===== src/logic/bcc_pkg.sv =====
// package: constants and carrier types for the battery charge control block
package bcc_pkg;

	// clock and time base
	localparam int unsigned CLK_HZ           = 50_000_000;
	localparam int unsigned SAMPLE_MS        = 125;
	localparam int unsigned SAMPLE_CYCLES    = CLK_HZ / 1000 * SAMPLE_MS;
	localparam int unsigned BCAST_PERIOD_S   = 10;
	localparam int unsigned BCAST_TICKS      = BCAST_PERIOD_S * 1000 / SAMPLE_MS;

	// temperature arithmetic, 0.1 degree units
	localparam logic [15:0] FAST_HYST_DECI   = 16'h001e;  // 3.0 degrees
	localparam logic [15:0] TEMP_CAP_DECI    = 16'h007f;  // 12.7 degrees

	// pack configuration field
	localparam int unsigned BCAST_DIS_POS    = 2;

	// status alarm fields
	localparam logic [15:0] HOST_ALARM_MASK  = 16'hff00;
	localparam logic [15:0] CHGR_ALARM_MASK  = 16'hf000;

	// message kinds
	typedef enum logic [1:0] {
		BCC_MSG_CHARGE_REQ,
		BCC_MSG_ALARM_HOST,
		BCC_MSG_ALARM_CHARGER
	} bcc_msg_type;

	// flash-held settings
	typedef struct packed {
		logic [15:0] charging_voltage;
		logic [15:0] overvoltage_margin;
		logic [15:0] fast_current;
		logic [15:0] maint_current;
		logic [15:0] precharge_current;
		logic [15:0] precharge_voltage;
		logic [15:0] precharge_temp_threshold;
		logic [15:0] inhibit_temp_low;
		logic [15:0] suspend_temp_high;
		logic [15:0] suspend_temp_high_reset;
		logic [15:0] suspend_temp_low;
		logic [15:0] cell_ov_limit;
		logic [15:0] cell_ov_reset;
		logic [15:0] oc_threshold;
		logic [7:0]  oc_time;
		logic [15:0] fault_clear_current_level;
		logic [7:0]  fault_clear_dwell_time;
		logic [15:0] max_charge_time;
		logic [15:0] pulse_von;
		logic [15:0] pulse_voff;
		logic [15:0] pulse_vmax;
		logic [7:0]  pulse_min_off;
		logic [7:0]  pulse_max_on;
		logic [7:0]  pack_config;
		logic        fixed_pack_bit;
		logic        overtemp_fet_enable_bit;
		logic        pulse_mode;
	} bcc_flash_constant_type;

	// measured pack state
	typedef struct packed {
		logic [15:0] pack_voltage;
		logic [15:0] max_cell;
		logic [15:0] min_cell;
		logic [15:0] temperature;
		logic [15:0] charge_current;
		logic [15:0] avg_current;
		logic        charging;
		logic        discharging;
		logic        pack_removed;
		logic        end_discharge_level_zero;
		logic        fast_terminated;
		logic [15:0] battery_status;
	} bcc_meas_type;

	// outgoing message
	typedef struct packed {
		bcc_msg_type kind;
		logic [15:0] current;
		logic [15:0] voltage;
		logic [15:0] status;
	} bcc_msg_type_s_type;

	// fault flags
	typedef struct packed {
		logic overcurrent;
		logic overtemp;
		logic undertemp;
		logic timeout;
		logic overvoltage;
	} bcc_fault_type;

endpackage


===== src/logic/bcc_pulse.sv =====
// pulse-charge on/off control of the charge switch
`timescale 1ns/10ps
module bcc_pulse
	import bcc_pkg::*;
(
	// clock and reset
	input  wire logic        clock_in,
	input  wire logic        rst_in,
	// sample strobe and inputs
	input  wire logic        sample_in,
	input  wire logic        active_in,
	input  wire logic [15:0] max_cell_in,
	input  wire logic [15:0] von_in,
	input  wire logic [15:0] voff_in,
	input  wire logic [15:0] vmax_in,
	input  wire logic [7:0]  min_off_in,
	input  wire logic [7:0]  max_on_in,
	// switch request
	output logic             fet_on_out
);

	logic       fet_on,    next_fet_on;
	logic [7:0] off_count, next_off_count;
	logic [7:0] on_count,  next_on_count;
	logic       counting,  next_counting;

	// pulse decisions taken once per sample, counts in sample units
	always_comb begin
		next_fet_on    = fet_on;
		next_off_count = off_count;
		next_on_count  = on_count;
		next_counting  = counting;
		if (!active_in) begin
			next_fet_on    = 1'b1;
			next_off_count = 8'h00;
			next_counting  = 1'b0;
		end else if (sample_in) begin
			if (fet_on) begin
				if (max_cell_in > vmax_in) begin
					next_fet_on    = 1'b0;
					next_off_count = 8'h00;
					next_counting  = 1'b0;
				end else if (counting && on_count == 8'h00) begin
					next_fet_on    = 1'b0;
					next_off_count = 8'h00;
					next_counting  = 1'b0;
				end else if (counting) begin
					next_on_count = on_count - 8'h01;
				end else if (max_cell_in > voff_in) begin
					next_counting = 1'b1;
					next_on_count = max_on_in;
				end
			end else begin
				if (max_cell_in < von_in && off_count >= min_off_in)
					next_fet_on = 1'b1;
				else if (off_count != 8'hff)
					next_off_count = off_count + 8'h01;
			end
		end
	end

	// pulse state registers
	always_ff @(posedge clock_in) begin
		if (rst_in) begin
			fet_on    <= 1'b1;
			off_count <= 8'h00;
			on_count  <= 8'h00;
			counting  <= 1'b0;
		end else begin
			fet_on    <= next_fet_on;
			off_count <= next_off_count;
			on_count  <= next_on_count;
			counting  <= next_counting;
		end
	end

	assign fet_on_out = fet_on;

endmodule


===== src/logic/bcc_top.sv =====
// charge control policy: requests, alarms, faults and pulse charge
`timescale 1ns/10ps
module bcc_top
	import bcc_pkg::*;
#(
	parameter int unsigned SAMPLE_CNT = SAMPLE_CYCLES
)
(
	// clock and reset
	input  wire logic                   clock_in,
	input  wire logic                   rst_in,
	// settings and measurements
	input  wire bcc_flash_constant_type flash_constant_in,
	input  wire bcc_meas_type           meas_in,
	// message port
	output logic                        msg_valid_out,
	input  wire logic                   msg_ready_in,
	output bcc_msg_type_s_type          msg_out,
	// switches and status
	output logic                        charge_fet_out,
	output logic                        discharge_fet_out,
	output bcc_fault_type               fault_out,
	output logic [15:0]                 charging_current_out,
	output logic [15:0]                 charging_voltage_out
);

	////////////////////////////////////////////////////////////////////////////////
	// time base

	logic [31:0] div_count, next_div_count;
	logic        tick;

	// one enable pulse per 125 ms
	always_comb begin
		next_div_count = div_count + 32'h1;
		if (div_count >= SAMPLE_CNT - 1)
			next_div_count = 32'h0;
	end
	assign tick = (div_count >= SAMPLE_CNT - 1);

	////////////////////////////////////////////////////////////////////////////////
	// fault detection

	bcc_flash_constant_type fc;
	bcc_meas_type           m;
	bcc_fault_type          fault, next_fault;
	logic [7:0]             oc_count, next_oc_count;
	logic [7:0]             clr_count, next_clr_count;
	logic [15:0]            chg_time, next_chg_time;
	logic [16:0]            ov_level;
	logic [15:0]            low_clear;
	logic                   fixed_clear, any_fault;

	assign fc = flash_constant_in;
	assign m  = meas_in;
	assign ov_level  = {1'b0, fc.charging_voltage} + {1'b0, fc.overvoltage_margin};
	assign low_clear = (fc.suspend_temp_low > TEMP_CAP_DECI) ? TEMP_CAP_DECI
		: fc.suspend_temp_low;
	assign fixed_clear = fc.fixed_pack_bit
		&& (m.discharging || clr_count >= fc.fault_clear_dwell_time);
	assign any_fault = |fault;

	// fault set and clear, set wins over clear
	always_comb begin
		next_fault     = fault;
		next_oc_count  = oc_count;
		next_clr_count = clr_count;
		next_chg_time  = chg_time;
		if (tick) begin
			if (m.charge_current > fc.oc_threshold) begin
				if (oc_count != 8'hff)
					next_oc_count = oc_count + 8'h01;
			end else
				next_oc_count = 8'h00;
			if (m.avg_current < fc.fault_clear_current_level) begin
				if (clr_count != 8'hff)
					next_clr_count = clr_count + 8'h01;
			end else
				next_clr_count = 8'h00;
			if (m.charging && chg_time != 16'hffff)
				next_chg_time = chg_time + 16'h0001;
		end
		if (m.discharging || m.pack_removed)
			next_chg_time = 16'h0000;
		// overcurrent
		if (m.pack_removed || fixed_clear)
			next_fault.overcurrent = 1'b0;
		if (oc_count > fc.oc_time)
			next_fault.overcurrent = 1'b1;
		// overvoltage, release needs levels back down
		if ((m.pack_removed || fixed_clear) && {1'b0, m.pack_voltage} < ov_level
			&& m.max_cell < fc.cell_ov_reset)
			next_fault.overvoltage = 1'b0;
		if (m.max_cell > fc.cell_ov_limit || {1'b0, m.pack_voltage} > ov_level)
			next_fault.overvoltage = 1'b1;
		// overtemperature
		if (m.temperature <= fc.suspend_temp_high_reset || m.pack_removed)
			next_fault.overtemp = 1'b0;
		if (m.charging && m.temperature > fc.suspend_temp_high)
			next_fault.overtemp = 1'b1;
		// undertemperature
		if (m.temperature > low_clear || m.pack_removed)
			next_fault.undertemp = 1'b0;
		if (m.charging && (m.temperature < fc.suspend_temp_low
			|| m.temperature < fc.inhibit_temp_low))
			next_fault.undertemp = 1'b1;
		// charge timeout
		if (m.discharging || m.pack_removed)
			next_fault.timeout = 1'b0;
		if (m.charging && chg_time >= fc.max_charge_time)
			next_fault.timeout = 1'b1;
	end

	////////////////////////////////////////////////////////////////////////////////
	// charging current selection

	logic        pre_volt, next_pre_volt;
	logic        term_seen, next_term_seen;
	logic [15:0] pc_temp, next_current, next_voltage;
	logic [15:0] cur_req, volt_req;
	logic        pre_temp, fast_ok;

	assign pc_temp  = (fc.precharge_temp_threshold > TEMP_CAP_DECI) ? TEMP_CAP_DECI
		: fc.precharge_temp_threshold;
	assign pre_temp = m.temperature >= fc.inhibit_temp_low
		&& m.temperature < pc_temp + FAST_HYST_DECI;
	assign fast_ok  = m.temperature >= pc_temp + FAST_HYST_DECI;

	// precharge latch and current priority
	always_comb begin
		next_pre_volt  = pre_volt;
		next_term_seen = term_seen | m.fast_terminated;
		if (m.min_cell < fc.precharge_voltage || m.end_discharge_level_zero)
			next_pre_volt = 1'b1;
		else if (m.min_cell > fc.precharge_voltage)
			next_pre_volt = 1'b0;
		if (m.pack_removed || m.discharging)
			next_term_seen = 1'b0;
		next_voltage = any_fault ? 16'h0000 : fc.charging_voltage;
		if (any_fault)
			next_current = 16'h0000;
		else if (pre_volt || pre_temp)
			next_current = fc.precharge_current;
		else if (m.fast_terminated)
			next_current = 16'h0000;
		else if (term_seen)
			next_current = fc.maint_current;
		else if (fast_ok)
			next_current = fc.fast_current;
		else
			next_current = 16'h0000;
	end

	////////////////////////////////////////////////////////////////////////////////
	// broadcast scheduler

	typedef enum logic [1:0] {
		BC_IDLE,
		BC_REQ,
		BC_HOST,
		BC_CHGR
	} bcc_bc_state_type;

	bcc_bc_state_type   bc_state, next_bc_state;
	logic [7:0]         bc_ticks, next_bc_ticks;
	bcc_msg_type_s_type msg, next_msg;
	logic               bc_dis, host_alarm, chgr_alarm;

	assign bc_dis     = fc.pack_config[BCAST_DIS_POS];
	assign host_alarm = |(m.battery_status & HOST_ALARM_MASK);
	assign chgr_alarm = |(m.battery_status & CHGR_ALARM_MASK);

	// a burst every 10 s: request, then alarms while set
	always_comb begin
		next_bc_state = bc_state;
		next_bc_ticks = bc_ticks;
		next_msg      = msg;
		if (tick)
			next_bc_ticks = (bc_ticks >= 8'(BCAST_TICKS - 1)) ? 8'h00 : bc_ticks + 8'h01;
		unique case (bc_state)
			BC_IDLE: begin
				if (tick && bc_ticks >= 8'(BCAST_TICKS - 1) && !bc_dis) begin
					next_bc_state = BC_REQ;
					next_msg      = '{BCC_MSG_CHARGE_REQ, cur_req, volt_req, 16'h0000};
				end
			end
			BC_REQ: begin
				if (msg_ready_in) begin
					next_msg = '{BCC_MSG_ALARM_HOST, 16'h0000, 16'h0000, m.battery_status};
					next_bc_state = (host_alarm && !bc_dis) ? BC_HOST : BC_IDLE;
				end
			end
			BC_HOST: begin
				if (msg_ready_in) begin
					next_msg = '{BCC_MSG_ALARM_CHARGER, 16'h0000, 16'h0000,
						m.battery_status};
					next_bc_state = (chgr_alarm && !bc_dis) ? BC_CHGR : BC_IDLE;
				end
			end
			BC_CHGR: begin
				if (msg_ready_in)
					next_bc_state = BC_IDLE;
			end
		endcase
	end

	assign msg_valid_out = (bc_state != BC_IDLE);

	////////////////////////////////////////////////////////////////////////////////
	// pulse control and switch outputs

	logic pulse_fet;
	logic chg_fet, next_chg_fet, dsg_fet, next_dsg_fet;

	bcc_pulse u_pulse (
		.clock_in    (clock_in),
		.rst_in      (rst_in),
		.sample_in   (tick),
		.active_in   (fc.pulse_mode && m.charging && !any_fault),
		.max_cell_in (m.max_cell),
		.von_in      (fc.pulse_von),
		.voff_in     (fc.pulse_voff),
		.vmax_in     (fc.pulse_vmax),
		.min_off_in  (fc.pulse_min_off),
		.max_on_in   (fc.pulse_max_on),
		.fet_on_out  (pulse_fet)
	);

	// faults override pulse; pulse off sets no fault
	always_comb begin
		next_chg_fet = !any_fault && (!fc.pulse_mode || pulse_fet);
		next_dsg_fet = !((fault.overcurrent && !fc.fixed_pack_bit)
			|| (fault.overtemp && fc.overtemp_fet_enable_bit));
		if (fault.overtemp && fc.overtemp_fet_enable_bit)
			next_chg_fet = 1'b0;
	end

	////////////////////////////////////////////////////////////////////////////////
	// state registers

	always_ff @(posedge clock_in) begin
		if (rst_in) begin
			div_count <= 32'h0;
			fault     <= '0;
			oc_count  <= 8'h00;
			clr_count <= 8'h00;
			chg_time  <= 16'h0000;
			pre_volt  <= 1'b0;
			term_seen <= 1'b0;
			cur_req   <= 16'h0000;
			volt_req  <= 16'h0000;
			bc_state  <= BC_IDLE;
			bc_ticks  <= 8'h00;
			msg       <= '0;
			chg_fet   <= 1'b0;
			dsg_fet   <= 1'b1;
		end else begin
			div_count <= next_div_count;
			fault     <= next_fault;
			oc_count  <= next_oc_count;
			clr_count <= next_clr_count;
			chg_time  <= next_chg_time;
			pre_volt  <= next_pre_volt;
			term_seen <= next_term_seen;
			cur_req   <= next_current;
			volt_req  <= next_voltage;
			bc_state  <= next_bc_state;
			bc_ticks  <= next_bc_ticks;
			msg       <= next_msg;
			chg_fet   <= next_chg_fet;
			dsg_fet   <= next_dsg_fet;
		end
	end

	assign msg_out              = msg;
	assign charge_fet_out       = chg_fet;
	assign discharge_fet_out    = dsg_fet;
	assign fault_out            = fault;
	assign charging_current_out = cur_req;
	assign charging_voltage_out = volt_req;

endmodule


===== config.mk =====
export PLATFORM = sky130hd
export DESIGN_NAME = bcc_top
export DESIGN_NICKNAME = d
export VERILOG_FILES = /design/src/logic/bcc_pkg.sv /design/src/logic/bcc_pulse.sv /design/src/logic/bcc_top.sv
export SDC_FILE = /design/constraint.sdc
export NUM_CORES = 1
export LEC_CHECK = 0
export BUFFER_PORTS_ARGS = -buffer_cell sky130_fd_sc_hd__buf_2
export CAP_MARGIN = 20
export CORE_AREA = 10 10 206 208
export CTS_CLUSTER_DIAMETER = 120
export DETAILED_ROUTE_END_ITERATION = 8
export DIE_AREA = 0 0 216 218
export PLACE_DENSITY = 0.66
export SKIP_LAST_GASP = 1
export SYNTH_ARGS = -nofsm -noshare
export SYNTH_HDL_FRONTEND = slang
export SYNTH_SLANG_ARGS = --single-unit
export TNS_END_PERCENT = 100

===== constraint.sdc =====
create_clock -name clock_in -period 8.3 [get_ports clock_in]
set_input_delay 1.66 -clock clock_in [delete_from_list [all_inputs] [get_ports clock_in]]
set_output_delay 1.66 -clock clock_in [all_outputs]
set_load 0.02 [all_outputs]

==> results of run 1 <==
worst max-delay path by stage:
stage,endpoint,slack (ns),cells after the start
2_1_floorplan,fault_out[0]$_SDFFE_PP0P_,3.36,18
3_3_place_gp,charging_current_out[9]$_SDFF_PP0_,2.73,14
3_5_place_dp,charging_current_out[7]$_SDFF_PP0_,2.67,15
4_1_cts,charging_current_out[7]$_SDFF_PP0_,3.14,15
5_1_grt,charging_current_out[12]$_SDFF_PP0_,2.83,15
6_report,fault_out[0]$_SDFFE_PP0P_,3.30,19
power groups by stage:
| stage | Combinational [mW] | Clock [mW] | Sequential [mW] |
|---|---|---|---|
| after global routing | 0.706 | 0.920 | 0.926 |
| after global placement | 0.598 | 0 | 0.945 |
| after floorplan | 0.344 | 0 | 0.954 |
| after detailed placement | 0.621 | 0 | 0.945 |
| final | 0.625 | 0.864 | 0.923 |
| after CTS | 0.626 | 0.889 | 0.924 |
state kept, by name (all words and copies together), names as in the netlist, 16 cells and up:
register and flops:
msg_out 50, div_count 32, charging_current_out 16, charging_voltage_out 16, chg_time 16
cells by family (layout without fill, tap and decap cells):
logic type	Yosys count	in the layout	synth area share, %
multiplexers	22	22	1.463
buffers and inverters	306	854	7.689
other	2	34	0.04963
AND/OR/NAND/NOR	583	583	19.74
adder cells (fa/ha/maj)	307	307	25.43
XOR/XNOR	60	60	3.472
AO/OA/AOI/OAI	424	424	17.95
flip-flops	183	183	24.21
per-layer routing:
metal	GRT usage, %	wire (um)	vias up	share of wire (%)
met4	5.034	1173	20	2.2
li1	-	-	7779	-
met5	0	102	-	0.19
met3	6.394	3634	78	6.8
met1	24.47	22190	6994	41
met2	39.99	26700	451	50
layout by cell type (no fill, tap or decap), types with 18 or more instances in the layout:
cell type / n
nand3_1: 44
nand2_1: 97
nor3_1: 32
xor2_1: 31
nand4_1: 64
xnor2_1: 29
a21o_1: 48
dfxtp_1: 183
and2_1: 19
mux2i_1: 21
nand2b_1: 18
nor3b_1: 34
o22ai_1: 20
a211oi_1: 22
o21ai_0: 68
ha_1: 306
buf_2: 550
inv_1: 263
conb_1: 26
nor2b_1: 28
nor2_1: 172
a21oi_1: 145
worst max-delay path: stages:
cell       delay, ns
buf_2           0.10
ha_1            0.23
fa_1            0.42
a21oi_1         0.15
nor2b_1         0.07
o21a_1          0.16
o21ai_0         0.23
a21oi_1         0.18
a21o_1          0.21
a21oi_1         0.18
xor2_1          0.19
ha_1            0.27
a21oi_1         0.12
nor2_1          0.06
a2111oi_0       0.37
nor2_1          0.10
o21a_1          0.17
o311ai_0        0.27
o211ai_1        0.14
layout make-up:
cell class	count	area (sq um)	share of cell area (%)
Timing Repair Buffer	559	2844	14.80
Tap cell	518	648.1	3.374
Antenna cell	8	20.02	0.1042
Multi-Input combinational cell	1422	10420	54.24
Clock inverter	15	201.4	1.049
Sequential cell	183	3664	19.07
Inverter	263	987.2	5.139
Clock buffer	17	425.4	2.215
through the flow:
step	power, mW	instances
6_report	2.413	2985
5_1_grt	2.552	2980
4_1_cts	2.439	2975
3_5_place_dp	1.566	2943
3_3_place_gp	1.543	2942
2_1_floorplan	1.297	1911
==> flow_metrics.py, run 1 <==
metrics = {
    "synth": {
        "ys_seq_area_share_pct": 24.21,
        "syn_area_sq_um": 15130,
        "synth_warnings": 0,
        "async_reset_ff_share_pct": 0,
        "synth_cell_types": 78,
        "synth_enable_flop_cells": 0,
        "synth_commonest_cells": "ha_1 (306), inv_1 (263), dfxtp_1 (183)",
        "synth_seq_cells": 183,
        "synth_top_area_share_pct": 25.30,
        "synth_cells": 1887,
        "syn_area_per_cell_sq_um": 8.020,
        "synth_area_leader_cell": "ha_1",
        "yosys-top-cells-area": "ha_1 (25%), dfxtp_1 (24%), inv_1 (6.5%), a21oi_1 (4.8%), nor2_1 (4.3%)",
        "synth_ff_type": "dfxtp_1",
        "yosysMostFrequentCell": "ha_1",
    },
    "floorplan": {
        "dieArea_sq_um": 47090,
        "die-height_um": 218,
        "initial_core_util_pct": 39.53,
        "die_w_um": 216,
        "core_area_sq_um": 38290,
        "rows": 72,
        "ios": 557,
    },
    "clock_network": {
        "cts_sinks": 183,
        "cts_buffer_depth": 2,
        "cts_resized": 0,
        "cts_hold_buf": 0,
        "insertion_delay_ns": 0.45,
        "post-cts-setup-buffers": 0,
        "ctsRootBufferMaster": "clkbuf_16",
        "htreeDepth": 4,
        "numCtsBuffers": 17,
        "cts_tree": "yes",
        "clk_pin_slew_ns": 0.08,
    },
    "pwr": {
        "power.ir.vdd_worst_mv": 0.1434,
        "p_int_mw": 1.648,
        "switchingPower_uw": 765.4,
        "seq_power_share_pct": 38.3,
        "switching_share_pct": 31.72,
        "total_leakage_power_nw": 9.899,
        "p_per_area_nw_per_um2": 125.6,
        "combPwrFrac_pct": 25.9,
        "clockPowerShare_pct": 35.8,
    },
    "grt": {
        "grt_antenna_before_repair": 18,
        "grt_max_degree": 99,
        "grt_pass1_vias": 15738,
        "track_usage_pct": 21.86,
        "grt_overflow": 0,
        "grt_pass1_wl_um": 83080,
    },
    "routing": {
        "first_iter_violations": 701,
        "avgRoutedWirePerCell_um": 18.02,
        "ant_nets": 0,
        "firstDrtPassIters": 5,
        "drc": 0,
        "viasPerCell": 5.133,
        "drt-total-wl_um": 53800,
        "route.vias.total": 15322,
    },
    "setup_path": {
        "r2r_cells": 10,
        "critical_path.max_fanout": 3,
        "worst-r2r-setup-slack_ns": 4.87,
        "r2r_start": "div_count[0]$_SDFF_PP0_",
        "worst-setup-path-type": "input port to flip-flop",
        "startpoint": "flash_constant_in[315]",
        "r2r-end": "msg_out[27]$_SDFFE_PP0P_",
        "cp-end-kind": "flip-flop",
        "required_ns": 8.60,
        "critPathArrivalTime_ns": 5.30,
        "start_kind": "input port",
    },
    "min_path": {
        "min_path_type": "flip-flop to flip-flop",
        "holdPathStages": 1,
        "hp-start": "div_count[0]$_SDFF_PP0_",
        "hold_path_end": "div_count[0]$_SDFF_PP0_",
    },
    "cells_and_area": {
        "nets": 3220,
        "fin_util_pct": 50.17,
        "drive_gt1_share_pct": 25.86,
        "syn2layout_area_growth_pct": 26.94,
        "final_area_sq_um": 19210,
        "nFillCells": 3742,
    },
    "place": {
        "dpl_cell_area_sq_um": 18530,
        "gp_congestion": 0.9235,
        "dp_hpwl_um": 45880,
        "place_ws_ns": 2.673,
        "io_buffers": 549,
    },
    "sta": {
        "finalSetupTns_ns": 0,
        "worst_clock_skew_ns": 0.01550,
        "rsz0062_at_grt": "no",
        "finalSetupViolations": 0,
        "final_max_slew_viol_count": 0,
        "setup_ws_ns": 3.300,
        "fin_crit_sh_pct": 60.24,
        "worstMarginPinSlew_ns": 0.9965,
        "max_freq_mhz": 200.0,
        "slew_headroom_pct": 32.95,
        "hold_ws_ns": 0.4677,
        "final-hold-violation-count": 0,
        "fin_crit_ns": 5.000,
    },
    "run": {
        "cap_violations": 0,
    },
    "status": {
        "run_status": "completed",
    },
}
No activity file was read; power rests on OpenSTA's default activity.
==> inputs of run 2 (changes only) <==
- clock period: 8.3 -> 5 ns (I/O delays scaled with it)
==> flow_metrics.py, run 2 (same netlist as run 1, synthesis figures left out) <==
metrics = {
    "status": {
        "run_status": "completed",
    },
    "sta": {
        "final-hold-violation-count": 0,
        "finalSetupTns_ns": 0,
        "fin_crit_ns": 4.382,
        "rsz0062_at_grt": "no",
        "final_max_slew_viol_count": 0,
        "finalSetupViolations": 0,
        "max_freq_mhz": 228.2,
        "fin_crit_sh_pct": 87.64,
        "slew_headroom_pct": 34.19,
        "worst_clock_skew_ns": 0.01897,
        "worstMarginPinSlew_ns": 0.9871,
        "setup_ws_ns": 0.6182,
    },
    "cells_and_area": {
        "fin_util_pct": 50.02,
        "largest_reg_flops": 50,
        "syn2layout_area_growth_pct": 26.54,
        "drive_gt1_share_pct": 25.75,
        "nets": 3221,
        "layout_common_cells": "buf_2 (549), ha_1 (306), inv_1 (263)",
        "stdcell_count": 2978,
        "mostFrequentLayoutCell": "buf_2",
    },
    "routing": {
        "avgRoutedWirePerCell_um": 18.20,
        "drt-total-wl_um": 54210,
        "firstDrtPassIters": 4,
        "drc": 0,
        "route.vias.total": 15438,
        "first_iter_violations": 732,
        "viasPerCell": 5.184,
        "ant_nets": 0,
    },
    "grt": {
        "grt_overflow": 0,
        "grt_antenna_before_repair": 12,
        "grt_pass1_vias": 16051,
        "grt_pass1_wl_um": 84140,
        "track_usage_pct": 22.00,
        "grt_max_degree": 99,
    },
    "setup_path": {
        "r2r_cells": 10,
        "r2r-end": "msg_out[33]$_SDFFE_PP0P_",
        "worst-setup-path-type": "input port to flip-flop",
        "critPathArrivalTime_ns": 4.67,
        "required_ns": 5.29,
        "worst-r2r-setup-slack_ns": 1.58,
        "start_kind": "input port",
        "cp-end-kind": "flip-flop",
        "r2r_start": "div_count[0]$_SDFF_PP0_",
        "critical_path.max_fanout": 3,
    },
    "floorplan": {
        "dieArea_sq_um": 47090,
        "core_area_sq_um": 38290,
        "rows": 72,
        "ios": 557,
        "die-height_um": 218,
        "die_w_um": 216,
        "initial_core_util_pct": 39.53,
    },
    "place": {
        "placedCellCount": 2944,
        "gp_congestion": 0.9393,
        "place_ws_ns": 0.1807,
        "io_buffers": 549,
        "dp_hpwl_um": 46720,
    },
    "clock_network": {
        "cts_hold_buf": 0,
        "numCtsBuffers": 17,
        "clk_pin_slew_ns": 0.08,
        "cts_buffer_depth": 2,
        "cts_tree": "yes",
        "cts_resized": 0,
        "post-cts-setup-buffers": 0,
        "htreeDepth": 4,
        "ctsRootBufferMaster": "clkbuf_16",
        "insertion_delay_ns": 0.44,
        "cts_sinks": 183,
    },
    "pwr": {
        "power.ir.vdd_worst_mv": 0.2179,
        "p_per_area_nw_per_um2": 205.4,
        "total_leakage_power_nw": 9.872,
    },
    "min_path": {
        "holdPathStages": 1,
        "min_path_type": "flip-flop to flip-flop",
        "hold_path_end": "div_count[0]$_SDFF_PP0_",
        "hp-start": "div_count[0]$_SDFF_PP0_",
    },
    "run": {
        "cap_violations": 0,
    },
}
==> run 2: layout make-up <==
cell class	count	area, sq um
Timing Repair Buffer	560	2848
Sequential cell	183	3664
Clock inverter	9	117.6
Inverter	263	987.2
Clock buffer	21	460.4
Tap cell	518	648.1
Multi-Input combinational cell	1422	10420
Fill cell	3790	19140
Antenna cell	2	5.005
==> run 2: worst max path at each step <==
stage / endpoint / cells past startpoint / slack, ns / start
after global routing: fault_out[0]$_SDFFE_PP0P_ / 19 / 0.25 / flash_constant_in[331]
after floorplan: fault_out[0]$_SDFFE_PP0P_ / 18 / 0.72 / flash_constant_in[315]
after CTS: fault_out[0]$_SDFFE_PP0P_ / 19 / 0.65 / flash_constant_in[315]
final: fault_out[0]$_SDFFE_PP0P_ / 19 / 0.62 / flash_constant_in[315]
after detailed placement: fault_out[0]$_SDFFE_PP0P_ / 19 / 0.18 / flash_constant_in[315]
after global placement: fault_out[0]$_SDFFE_PP0P_ / 19 / 0.16 / flash_constant_in[315]
==> run 2: per-stage QoR <==
stage,hold slack [ns],power [mW],cell area [sq um]
floorplan,0.4300,2.154,15220
global placement,0.4427,2.571,18530
detailed placement,0.4496,2.599,18530
CTS,0.4674,3.967,19110
global route,0.4903,4.164,19150
finish,0.4631,3.932,19150
==> run 2: routing by layer <==
metal  wire length (um)  global-route usage [%]  vias up
met2              26790                   39.55      456
met1              22700                   25.24     7120
met4               1301                   6.316       14
met3               3322                   5.548       77
li1                   -                       -     7771
met5                102                       0        -
==> run 2: worst max-delay path, stage by stage <==
cell and delay (ns):
buf_2 0.10, ha_1 0.23, fa_1 0.42, a21oi_1 0.15, nor2b_1 0.08, o21a_1 0.16
o21ai_0 0.28, a21oi_1 0.19, a21o_1 0.21, a21oi_1 0.16, xor2_1 0.17, ha_1 0.26
a21oi_1 0.14, nor2_1 0.06, a2111oi_0 0.37, nor2_1 0.09, o21a_1 0.17, o311ai_0 0.28
o211ai_1 0.14
==> run 2: where the power goes <==
| part | total [mW] | switching (mW) | internal (mW) |
|---|---|---|---|
| combinational | 1.04 | 0.569 | 0.468 |
| clock | 1.36 | 0.594 | 0.765 |
| sequential | 1.54 | 0.0387 | 1.50 |
==> inputs of run 3 (changes only) <==
- MAX_ROUTING_LAYER: not set -> met4
==> flow_metrics.py, run 3 (same netlist as run 1, synthesis figures left out) <==
metrics = {
    "grt": {
        "use_met2_pct": 39.37,
        "grt_antenna_before_repair": 13,
        "grt_pass1_wl_um": 83650,
        "grt_overflow": 0,
        "grt_max_degree": 63,
        "track_usage_pct": 22.51,
        "grt_pass1_vias": 15786,
        "gr-max-usage-layer": "met2",
        "use_met3_pct": 4.286,
        "grtUsageMet1_pct": 26.22,
    },
    "cells_and_area": {
        "final_area_sq_um": 19170,
        "mostFrequentLayoutCell": "buf_2",
        "largest_reg_flops": 50,
        "syn2layout_area_growth_pct": 26.66,
        "nets": 3221,
        "layout_common_cells": "buf_2 (550), ha_1 (306), inv_1 (263)",
        "drive_gt1_share_pct": 25.77,
        "fin_util_pct": 50.06,
    },
    "clock_network": {
        "cts_resized": 0,
        "ctsRootBufferMaster": "clkbuf_16",
        "cts_sinks": 183,
        "post-cts-setup-buffers": 0,
        "cts_buffer_depth": 2,
        "cts_tree": "yes",
        "clk_pin_slew_ns": 0.08,
        "numCtsBuffers": 17,
        "cts_hold_buf": 0,
        "insertion_delay_ns": 0.44,
        "htreeDepth": 4,
    },
    "sta": {
        "rsz0062_at_grt": "no",
        "finalSetupViolations": 0,
        "max_freq_mhz": 229.6,
        "worst_clock_skew_ns": 0.01749,
        "fin_crit_sh_pct": 87.10,
        "worstMarginPinSlew_ns": 0.9680,
        "slew_headroom_pct": 35.47,
        "final-hold-violation-count": 0,
        "finalSetupTns_ns": 0,
        "fin_crit_ns": 4.355,
        "final_max_slew_viol_count": 0,
    },
    "setup_path": {
        "cp-end-kind": "flip-flop",
        "start_kind": "input port",
        "worst-r2r-setup-slack_ns": 1.60,
        "worst-setup-path-type": "input port to flip-flop",
        "cp_top_family": "compound AO/OA/AOI/OAI gates",
        "r2r_cells": 10,
        "critical_path.cell_chain": "buf_2, ha_1, fa_1, a21oi_1, nor2b_1, o21a_1, o21ai_0, a21oi_1, a21o_1, a21oi_1, xor2_1, ha_1, a21oi_1, nor2_1, a2111oi_0, nor2_1, o21a_1, o311ai_0, o211ai_1",
        "critPathArrivalTime_ns": 4.65,
        "cp_num_buf_inv": 1,
        "cp_slowest_cell": "fa_1",
        "r2r_start": "div_count[0]$_SDFF_PP0_",
        "path_common_cell": "a21oi_1",
        "critical_path.max_fanout": 3,
        "required_ns": 5.29,
        "r2r-end": "msg_out[34]$_SDFFE_PP0P_",
        "cpPeakStageDelay_ns": 0.42,
    },
    "routing": {
        "drt-total-wl_um": 54000,
        "viasPerCell": 5.123,
        "avgRoutedWirePerCell_um": 18.08,
        "firstDrtPassIters": 5,
        "drc": 0,
        "ant_nets": 0,
        "first_iter_violations": 766,
        "route.vias.total": 15301,
    },
    "floorplan": {
        "ios": 557,
        "dieArea_sq_um": 47090,
        "die_w_um": 216,
        "rows": 72,
        "core_area_sq_um": 38290,
        "die-height_um": 218,
        "initial_core_util_pct": 39.53,
    },
    "min_path": {
        "min_path_type": "flip-flop to flip-flop",
        "hold_path_end": "div_count[0]$_SDFF_PP0_",
        "hp-start": "div_count[0]$_SDFF_PP0_",
        "holdPathStages": 1,
    },
    "place": {
        "dp_hpwl_um": 46650,
        "gp_congestion": 0.9330,
        "dpl_cell_area_sq_um": 18550,
        "io_buffers": 549,
    },
    "run": {
        "cap_violations": 0,
    },
    "status": {
        "run_status": "completed",
    },
    "pwr": {
        "p_per_area_nw_per_um2": 203.9,
        "total_leakage_power_nw": 9.881,
        "power.ir.vdd_worst_mv": 0.2287,
    },
}
[run 3: metal layers]
layer  routed length, um  vias to the layer above
met3                2754                       56
met2               26980                      437
met5                   0                        -
met1               23390                     7036
li1                    -                     7772
met4                 879                        0
[run 3: worst max path at each step]
stage | startpoint | endpoint | depth (start not counted)
after global routing | flash_constant_in[315] | fault_out[0]$_SDFFE_PP0P_ | 19
after global placement | flash_constant_in[315] | fault_out[0]$_SDFFE_PP0P_ | 19
after detailed placement | flash_constant_in[315] | fault_out[0]$_SDFFE_PP0P_ | 19
after floorplan | flash_constant_in[315] | fault_out[0]$_SDFFE_PP0P_ | 18
after CTS | flash_constant_in[315] | fault_out[0]$_SDFFE_PP0P_ | 19
final | flash_constant_in[315] | fault_out[0]$_SDFFE_PP0P_ | 19
[run 3: area by class of cell]
| cell class | count | area, sq um |
|---|---|---|
| Tap cell | 518 | 648.1 |
| Clock buffer | 21 | 450.4 |
| Timing Repair Buffer | 560 | 2860 |
| Inverter | 263 | 987.2 |
| Sequential cell | 183 | 3664 |
| Multi-Input combinational cell | 1422 | 10420 |
| Fill cell | 3819 | 19120 |
| Antenna cell | 9 | 22.52 |
| Clock inverter | 11 | 115.1 |
[run 3: report_power, final]
group          internal [mW]  leakage, nW  switching, mW
combinational          0.470         8.12          0.572
clock                  0.714        0.281          0.620
sequential              1.50         1.48         0.0364
[run 3: through the flow]
| stage | instances | power, mW | hold WS, ns | setup slack (ns) |
|---|---|---|---|---|
| 3_5_place_dp | 2944 | 2.602 | 0.4496 | 0.2444 |
| 3_3_place_gp | 2944 | 2.575 | 0.4390 | 0.1734 |
| 2_1_floorplan | 1911 | 2.154 | 0.4300 | 0.7158 |
| 5_1_grt | 2987 | 4.144 | 0.4987 | 0.3642 |
| 6_report | 2987 | 3.908 | 0.4663 | 0.6449 |
| 4_1_cts | 2976 | 3.945 | 0.4652 | 0.7014 |
